File: src/pkg/cc_params.svh
// register map, reset values and timing constants of the capture/compare unit
`ifndef CC_PARAMS_SVH
`define CC_PARAMS_SVH

`define CC_ADDR_W 4
`define CC_REG_CTRL 4'h0
`define CC_REG_SEL 4'h1
`define CC_REG_SNAP_HI 4'h2
`define CC_REG_SNAP_LO 4'h3
`define CC_REG_CAP0_HI 4'h4
`define CC_REG_CAP0_LO 4'h5
`define CC_REG_CAP1_HI 4'h6
`define CC_REG_CAP1_LO 4'h7
`define CC_REG_CMP0_HI 4'h8
`define CC_REG_CMP0_LO 4'h9
`define CC_REG_CMP1_HI 4'hA
`define CC_REG_CMP1_LO 4'hB

`define CC_BYTE_RESET 8'h00
`define CC_TIMER_RESET 16'h0000
`define CC_TIMER_MAX 16'hFFFF
`define CC_TIMER_STEP 16'h0001
`define CC_PINS_RELEASED 4'hF
`define CC_PINS_LOW 4'h0

`define CC_CLK_PERIOD_NS 25
`define CC_TICK_FULL_NS 1000
`define CC_TICK_HALF_NS 500
`define CC_TICK_FULL_CYC (`CC_TICK_FULL_NS / `CC_CLK_PERIOD_NS)
`define CC_TICK_HALF_CYC (`CC_TICK_HALF_NS / `CC_CLK_PERIOD_NS)
`define CC_DIV_W 6

`endif

File: src/pkg/cc_pkg.sv
// types shared by the capture/compare unit and its sub-blocks
`default_nettype none
`include "cc_params.svh"

package cc_pkg;

    // register port request, one cycle per access
    typedef struct packed {
        logic [`CC_ADDR_W-1:0] addr;
        logic [7:0] wdata;
        logic wr;
        logic rd;
    } bus_req_s;

    // control register layout, bit 0 at the bottom
    typedef struct packed {
        logic [1:0] spare;
        logic [1:0] compare_match_level;
        logic [1:0] capture_edge_select;
        logic snapshot_request_bit;
        logic tick_resolution_select;
    } ctrl_s;

    // pin select register layout
    typedef struct packed {
        logic [3:0] spare;
        logic [1:0] compare_activate_bit;
        logic [1:0] capture_activate_bit;
    } sel_s;

    typedef struct packed {
        logic [`CC_DIV_W-1:0] cnt;
        logic tick;
    } tick_state_s;

    typedef struct packed {
        logic sync1;
        logic sync2;
        logic prev;
        logic [15:0] value;
        logic hit;
    } cap_state_s;

    typedef struct packed {
        ctrl_s ctrl;
        sel_s sel;
        logic [15:0] count;
        logic [15:0] snap;
        logic [1:0][15:0] cmp;
        logic [1:0][7:0] cmp_hi;
        logic [1:0] cmp_lvl;
        logic [1:0] irq_cmp;
        logic [1:0] irq_cap;
        logic [3:0] pin_out;
        logic [3:0] pin_oe_n;
        logic [7:0] rdata;
    } cc_state_s;

endpackage : cc_pkg

`default_nettype wire

File: src/hw/cc_capture.sv
// one capture channel: pin synchroniser, edge select and latched count
`default_nettype none

module cc_capture (
    input wire logic clk,
    input wire logic rst,
    input wire logic pin_raw,
    input wire logic enable,
    input wire logic rising,
    input wire logic [15:0] count,
    output logic [15:0] value,
    output logic hit
);
    import cc_pkg::*;

    cap_state_s s_reg;
    cap_state_s s_next;

    // edge seen on the second stage only; first stage feeds nothing else
    always_comb begin
        s_next = s_reg;
        s_next.sync1 = pin_raw;
        s_next.sync2 = s_reg.sync1;
        s_next.prev = s_reg.sync2;
        s_next.hit = 1'b0;
        if (enable && (s_reg.sync2 != s_reg.prev) && (s_reg.sync2 == rising)) begin
            s_next.value = count;
            s_next.hit = 1'b1;
        end
    end

    always_ff @(posedge clk) begin
        if (rst) begin
            s_reg <= '0;
        end else begin
            s_reg <= s_next;
        end
    end

    assign value = s_reg.value;
    assign hit = s_reg.hit;
endmodule : cc_capture

`default_nettype wire

File: src/hw/cc_tick_gen.sv
// tick divider for the free-running timer, full or half microsecond
`default_nettype none
`include "cc_params.svh"

module cc_tick_gen #(
    parameter int FULL_CYC = `CC_TICK_FULL_CYC,
    parameter int HALF_CYC = `CC_TICK_HALF_CYC
) (
    input wire logic clk,
    input wire logic rst,
    input wire logic half_rate,
    output logic tick
);
    import cc_pkg::*;

    tick_state_s s_reg;
    tick_state_s s_next;
    logic [`CC_DIV_W-1:0] limit;

    // a rate change takes effect at once; the running period ends at the new limit
    always_comb begin
        s_next = s_reg;
        limit = half_rate ? `CC_DIV_W'(HALF_CYC - 1) : `CC_DIV_W'(FULL_CYC - 1);
        s_next.tick = 1'b0;
        if (s_reg.cnt >= limit) begin
            s_next.cnt = '0;
            s_next.tick = 1'b1;
        end else begin
            s_next.cnt = s_reg.cnt + `CC_DIV_W'(1);
        end
    end

    always_ff @(posedge clk) begin
        if (rst) begin
            s_reg <= '0;
        end else begin
            s_reg <= s_next;
        end
    end

    assign tick = s_reg.tick;

    // helper for the period check: cycles since last tick, rate change seen
    logic [`CC_DIV_W-1:0] gap;
    logic gap_ok;
    logic half_seen;
    always_ff @(posedge clk) begin
        if (rst) begin
            gap <= '0;
            gap_ok <= 1'b0;
        end else if (s_reg.tick) begin
            gap <= '0;
            gap_ok <= 1'b1;
        end else begin
            gap <= gap + `CC_DIV_W'(1);
            // a rate change alters the running period, so that one is not judged
            if (half_rate != half_seen) begin
                gap_ok <= 1'b0;
            end
        end
    end

    always_ff @(posedge clk) begin
        half_seen <= half_rate;
    end
endmodule : cc_tick_gen

`default_nettype wire

File: src/hw/cc_unit.sv
// capture/compare unit: timer, snapshot, two captures, two compares
// Operation
// - One 16-bit free-running timer is the common time base of all channels.
// - A control bit selects a tick of one or of half a microsecond per count.
// - The snapshot pair holds its value between requests and does not follow the timer.
// - Writing 1 to the snapshot request bit copies the timer into the snapshot pair.
// - Two capture channels; setting a capture activate bit hands its pin to capture at once.
// - A per-channel edge select bit picks rising or falling pin edges for capture.
// - Each capture channel owns a 16-bit register that holds the latched count.
// - On the selected edge the count is latched and a capture interrupt is raised.
// - Two compare channels, each enabled on its pin by its compare activate bit.
// - A per-channel match level bit picks the level the pin takes on a match.
// - Each compare channel owns a 16-bit register holding the target count.
// - Every match drives the pin to its level and raises that channel's interrupt.
// - After reset every shared pin is a general-purpose input.
// - Pin priority is two-wire bus first, capture or compare second, general I/O last.
//
// The address-and-strobe port and the register addresses were decided locally.
`default_nettype none
`include "cc_params.svh"

module cc_unit (
    input wire logic CLK,
    input wire logic RST,
    input wire cc_pkg::bus_req_s BUS,
    input wire logic [1:0] CAPTURE_PIN_IN,
    input wire logic [3:0] GPIO_OUT,
    input wire logic [3:0] GPIO_OE_N,
    input wire logic TWI_SEL,
    input wire logic [1:0] TWI_OUT,
    input wire logic [1:0] TWI_OE_N,
    output logic [7:0] RDATA,
    output logic [3:0] PIN_OUT,
    output logic [3:0] PIN_OE_N,
    output logic [1:0] IRQ_CAPTURE,
    output logic [1:0] IRQ_COMPARE
);
    import cc_pkg::*;

    cc_state_s r;
    cc_state_s n;
    logic tick;
    logic [15:0] count_inc;
    logic [1:0] cap_en;
    logic [1:0] cap_hit;
    logic [1:0][15:0] cap_val;
    ctrl_s wr_ctrl;

    // timer tick at the selected resolution
    cc_tick_gen u_cc_tick_gen (
        .clk(CLK),
        .rst(RST),
        .half_rate(r.ctrl.tick_resolution_select),
        .tick(tick)
    );

    // capture pin 0 shares its pin with the two-wire data line
    assign cap_en[0] = r.sel.capture_activate_bit[0] & ~TWI_SEL;
    assign cap_en[1] = r.sel.capture_activate_bit[1];
    assign count_inc = r.count + `CC_TIMER_STEP;
    assign wr_ctrl = ctrl_s'(BUS.wdata);

    // one capture block per channel
    for (genvar i = 0; i < 2; i++) begin : g_cap
        cc_capture u_cc_capture (
            .clk(CLK),
            .rst(RST),
            .pin_raw(CAPTURE_PIN_IN[i]),
            .enable(cap_en[i]),
            .rising(r.ctrl.capture_edge_select[i]),
            .count(r.count),
            .value(cap_val[i]),
            .hit(cap_hit[i])
        );
    end

    // next state of timer, compares, registers and pins
    always_comb begin
        n = r;
        n.irq_cmp = 2'b00;
        n.irq_cap = cap_hit;
        n.rdata = `CC_BYTE_RESET;
        if (tick) begin
            n.count = count_inc;
        end
        // match is taken as the timer steps onto the target, once per value
        for (int i = 0; i < 2; i++) begin
            if (tick && r.sel.compare_activate_bit[i] && count_inc == r.cmp[i]) begin
                n.cmp_lvl[i] = r.ctrl.compare_match_level[i];
                n.irq_cmp[i] = 1'b1;
            end
        end
        if (BUS.wr) begin
            case (BUS.addr)
                `CC_REG_CTRL: begin
                    n.ctrl = wr_ctrl;
                    n.ctrl.spare = 2'b00;
                    n.ctrl.snapshot_request_bit = 1'b0;
                    if (wr_ctrl.snapshot_request_bit) begin
                        n.snap = r.count;
                    end
                end
                `CC_REG_SEL: begin
                    n.sel = sel_s'(BUS.wdata);
                    n.sel.spare = 4'h0;
                end
                // the high byte waits in a holding byte until the low byte
                `CC_REG_CMP0_HI: n.cmp_hi[0] = BUS.wdata;
                `CC_REG_CMP0_LO: n.cmp[0] = {r.cmp_hi[0], BUS.wdata};
                `CC_REG_CMP1_HI: n.cmp_hi[1] = BUS.wdata;
                `CC_REG_CMP1_LO: n.cmp[1] = {r.cmp_hi[1], BUS.wdata};
                default: n.rdata = `CC_BYTE_RESET;
            endcase
        end
        if (BUS.rd) begin
            case (BUS.addr)
                `CC_REG_CTRL: n.rdata = r.ctrl;
                `CC_REG_SEL: n.rdata = r.sel;
                `CC_REG_SNAP_HI: n.rdata = r.snap[15:8];
                `CC_REG_SNAP_LO: n.rdata = r.snap[7:0];
                `CC_REG_CAP0_HI: n.rdata = cap_val[0][15:8];
                `CC_REG_CAP0_LO: n.rdata = cap_val[0][7:0];
                `CC_REG_CAP1_HI: n.rdata = cap_val[1][15:8];
                `CC_REG_CAP1_LO: n.rdata = cap_val[1][7:0];
                `CC_REG_CMP0_HI: n.rdata = r.cmp[0][15:8];
                `CC_REG_CMP0_LO: n.rdata = r.cmp[0][7:0];
                `CC_REG_CMP1_HI: n.rdata = r.cmp[1][15:8];
                `CC_REG_CMP1_LO: n.rdata = r.cmp[1][7:0];
                default: n.rdata = `CC_BYTE_RESET;
            endcase
        end
        // pin owners in priority order; low enable means we drive
        n.pin_out = GPIO_OUT;
        n.pin_oe_n = GPIO_OE_N;
        if (r.sel.capture_activate_bit[1]) begin
            n.pin_oe_n[1] = 1'b1;
        end
        if (r.sel.compare_activate_bit[1]) begin
            n.pin_out[3] = r.cmp_lvl[1];
            n.pin_oe_n[3] = 1'b0;
        end
        if (TWI_SEL) begin
            n.pin_out[0] = TWI_OUT[0];
            n.pin_oe_n[0] = TWI_OE_N[0];
            n.pin_out[2] = TWI_OUT[1];
            n.pin_oe_n[2] = TWI_OE_N[1];
        end else begin
            if (r.sel.capture_activate_bit[0]) begin
                n.pin_oe_n[0] = 1'b1;
            end
            if (r.sel.compare_activate_bit[0]) begin
                n.pin_out[2] = r.cmp_lvl[0];
                n.pin_oe_n[2] = 1'b0;
            end
        end
    end

    // reset leaves every pin released, so each reads as a plain input
    always_ff @(posedge CLK) begin
        if (RST) begin
            r <= '0;
            r.count <= `CC_TIMER_RESET;
            r.pin_out <= `CC_PINS_LOW;
            r.pin_oe_n <= `CC_PINS_RELEASED;
        end else begin
            r <= n;
        end
    end

    assign RDATA = r.rdata;
    assign PIN_OUT = r.pin_out;
    assign PIN_OE_N = r.pin_oe_n;
    assign IRQ_CAPTURE = r.irq_cap;
    assign IRQ_COMPARE = r.irq_cmp;

    logic snap_wr;
    assign snap_wr = BUS.wr && BUS.addr == `CC_REG_CTRL && wr_ctrl.snapshot_request_bit;

    for (genvar i = 0; i < 2; i++) begin : g_chk

    end
endmodule : cc_unit

`default_nettype wire

File: config.mk
export PLATFORM = sky130hd
export DESIGN_NAME = cc_unit
export DESIGN_NICKNAME = d
export VERILOG_FILES = /design/src/pkg/cc_pkg.sv /design/src/hw/cc_capture.sv /design/src/hw/cc_tick_gen.sv /design/src/hw/cc_unit.sv
export VERILOG_INCLUDE_DIRS = /design/src /design/src/pkg
export SDC_FILE = /design/constraint.sdc
export NUM_CORES = 1
export LEC_CHECK = 0
export BUFFER_PORTS_ARGS = -buffer_cell sky130_fd_sc_hd__buf_2
export CORE_ASPECT_RATIO = 0.6
export CORE_MARGIN = 1.5
export CORE_UTILIZATION = 25
export CTS_BUF_LIST = sky130_fd_sc_hd__clkbuf_16
export DETAILED_ROUTE_END_ITERATION = 10
export HOLD_SLACK_MARGIN = 0.1
export PLACE_DENSITY = 0.45
export SLEW_MARGIN = 20
export SYNTH_ARGS = -nofsm -noshare
export SYNTH_HDL_FRONTEND = slang
export SYNTH_SLANG_ARGS = --single-unit
File: constraint.sdc
create_clock -name CLK -period 2.3 [get_ports CLK]
set_input_delay 0.46 -clock CLK [delete_from_list [all_inputs] [get_ports CLK]]
set_output_delay 0.46 -clock CLK [all_outputs]
set_load 0.01 [all_outputs]
==> flow_summary.toml <==
[critical_path]
cp_slowest_cell = "or4_4"
cpLargestDelayFamily = "simple AND/OR/NAND/NOR gates"
rrSetupSlack_ns = -0.11
r2r_start = "r[86]"
cp_max_fo = 4
crit_buf_inv = 2
end_kind = "flop"
path_cells = "ha_4, nand3_4, buf_6, or4_4, nand3_2, nand4_1, nor4_4, buf_4, mux2i_1, nor2_1"
reg2reg_to = "r[21]"
crit_type = "reg -> reg"
cp.arrival_ns = 2.73
start_kind = "flop"
slowest_delay_ns = 0.48
cp.required_ns = 2.62
reg2reg_depth = 10

[finish]
final_cell_mix = "dfxtp_1, nor2_1, nand2_1"
regMostFlops = "r"
area_growth_pct = 27.2
final_util = 0.322
nets = 1026
diodes = 0
drive_gt1_frac = 0.240
largest_register_ffs = 90
layout.cells.non_filler = 1411
final_common_cell = "dfxtp_1"

[place]
place_inst = 1369
io_buffer_count = 50
gp_congestion = 0.913
dp_hpwl_um = 21200

[detailed_routing]
dr.pass1.iters = 5
post_drt_wl_per_cell_um = 19.7
dr_total_vias = 6793
drc = 0
wl_met2_um = 10100
highest_layer = "met4"
ant_nets = 0
met1Wirelength_um = 14900
viasPerCell = 4.81
drtIter0Drc = 504
wl_um = 27800
wl_met3_um = 2490

[sta]
fmax_ghz = 0.415
rsz0062_at_grt = "yes"
tns_ns = -0.118
setup_viol = 2
post-route-period-util = 1.05
finalMaxSlewViolations = 0
fin_crit_ns = 2.41
worst_slack_ns = -0.112
finalHoldViolCount = 0
worst_pin_slew_ns = 0.564
fin_worst_skew_ns = 0.00724
relSlewSlack = 0.624

[floorplan]
io_pins = 51
rows = 49
die-width_um = 228
die-area_um2 = 31400
core_area_um2 = 29900
die_h_um = 138
start_util = 0.253

[logic_synthesis]
postSynthCellCount = 896
synth-seq-cells = 158
yosys_warnings = 0
ys_seq_area_frac = 0.418
syn_area_um2 = 7570
synthDistinctLibCells = 64
async_reset_ff_frac = 0
synth_flop_cell = "dfxtp_1"
synth-edff-count = 0
synth_nets = 932
synth_area_per_cell_um2 = 8.44

[grt]
track_usage = 0.184
antenna_found_initial = 0
grt_pass1_vias = 6302
grt-ovfl-total = 0
grt_first_pass_wirelength_um = 41200
grt_max_degree = 57

[clock_tree]
numCtsBuffers = 17
cts_tree = "yes"
htreeDepth = 4
clk_path_buf_depth = 2
cts_hold_buf = 0
path_clk_slew_ns = 0.06
cts.sinks = 158
insertion_delay_ns = 0.44
cts_root_buffer = "clkbuf_16"

[pwr]
power_uw = 6300
clkPwrFrac = 0.506
p_leak_uw = 0.00389
p_sw_frac = 0.224
p_seq_frac = 0.441
p_int_uw = 4890
power_frac_comb = 0.053
power_density_nw_per_um2 = 655
switching_power_uw = 1410
peakVddDrop_uv = 463

[worst_hold_path]
hold_class = "in -> reg"
hold_depth = 2
holdPathEnd = "PIN_OE_N[1]"
worstHoldStart = "GPIO_OE_N[1]"

[run_status]
violations = "negative setup slack"
status = "finished with violations"

[job]
cap_violations = 0
-- how the worst max path moves through the flow --
stage	from	endpoint	slack [ns]	depth (start not counted)
finish	r[86]	r[21]	-0.11	10
CTS	r[96]	r[21]	-0.09	10
global placement	r[88]	r[21]	-0.21	8
floorplan	r[86]	r[20]	0.21	9
detailed placement	r[89]	r[21]	-0.22	8
global route	r[86]	r[21]	-0.19	10
-- cell families after synthesis --
group                      count (synthesis)  share of synthesized area
and+or+nand+nor                          363                      0.218
AOI/OAI and AO/OA                        161                      0.138
DFF                                      158                      0.418
buffers and inverters                     96                     0.0630
muxes                                     61                     0.0868
xor gates and xnor gates                  52                     0.0676
adders and majority gates                  5                    0.00827
-- worst register-to-register path, stage by stage, from the launching register on --
cell	delay, ns
dfxtp_2	0.36
ha_4	0.16
nand3_4	0.10
buf_6	0.14
or4_4	0.48
nand3_2	0.09
nand4_1	0.15
nor4_4	0.39
buf_4	0.18
mux2i_1	0.18
nor2_1	0.05
-- metal layers --
layer	track usage	vias to the layer above
li1	-	3266
met1	0.287	3272
met2	0.233	230
met3	0.0599	25
met4	0.0471	0
met5	0	-
-- through the flow --
step	instance area, um2	worst slack (ns)	hold slack, ns
2_1_floorplan	7570	0.214	0.414
3_3_place_gp	8720	-0.207	0.420
3_5_place_dp	8720	-0.223	0.422
4_1_cts	9540	-0.0930	0.180
5_1_grt	9620	-0.186	0.215
6_report	9620	-0.112	0.205
-- timing repair --
item,in CTS,in global routing
endpoints found under the hold margin,0,0
cloned,0,0
gates resized for setup,31,17
setup buffers,8,2
setup endpoints to repair,4,4
pin swaps,8,5
-- cell usage after synthesis, types with 5 or more instances --
cell	n	area [um2]
dfxtp_1	158	3160
nor2_1	128	480
nand2_1	124	465
a21oi_1	83	415
mux2i_1	51	510
clkbuf_1	43	161
xor2_1	29	254
buf_4	24	180
nand3_1	23	115
nor2b_1	23	144
xnor2_1	19	166
nand4_1	17	106
a22oi_1	12	90.1
nor3_1	11	55.1
o21ai_0	11	55.1
and3_1	10	62.6
inv_1	10	37.5
buf_2	9	45.0
buf_1	8	30.0
a31oi_1	7	43.8
a32oi_1	7	61.3
mux2_2	7	78.8
ha_1	5	62.6
or3_1	5	31.3
-- power groups by stage --
stage | clock, uW | sequential (uW) | combinational, uW
after CTS | 3260 | 2780 | 328
final | 3190 | 2780 | 332
after detailed placement | 0 | 2840 | 326
after floorplan | 0 | 2840 | 173
after global routing | 3390 | 2780 | 357
after global placement | 0 | 2840 | 327
-- area by class of cell --
| type | count | area [um2] |
|---|---|---|
| Clock buffer | 17 | 425 |
| Clock inverter | 15 | 225 |
| Fill cell | 3120 | 20200 |
| Inverter | 10 | 37.5 |
| Multi-Input combinational cell | 642 | 4050 |
| Sequential cell | 158 | 3190 |
| Tap cell | 408 | 510 |
| Timing Repair Buffer | 161 | 1190 |
No activity file was read; power rests on OpenSTA's default activity.
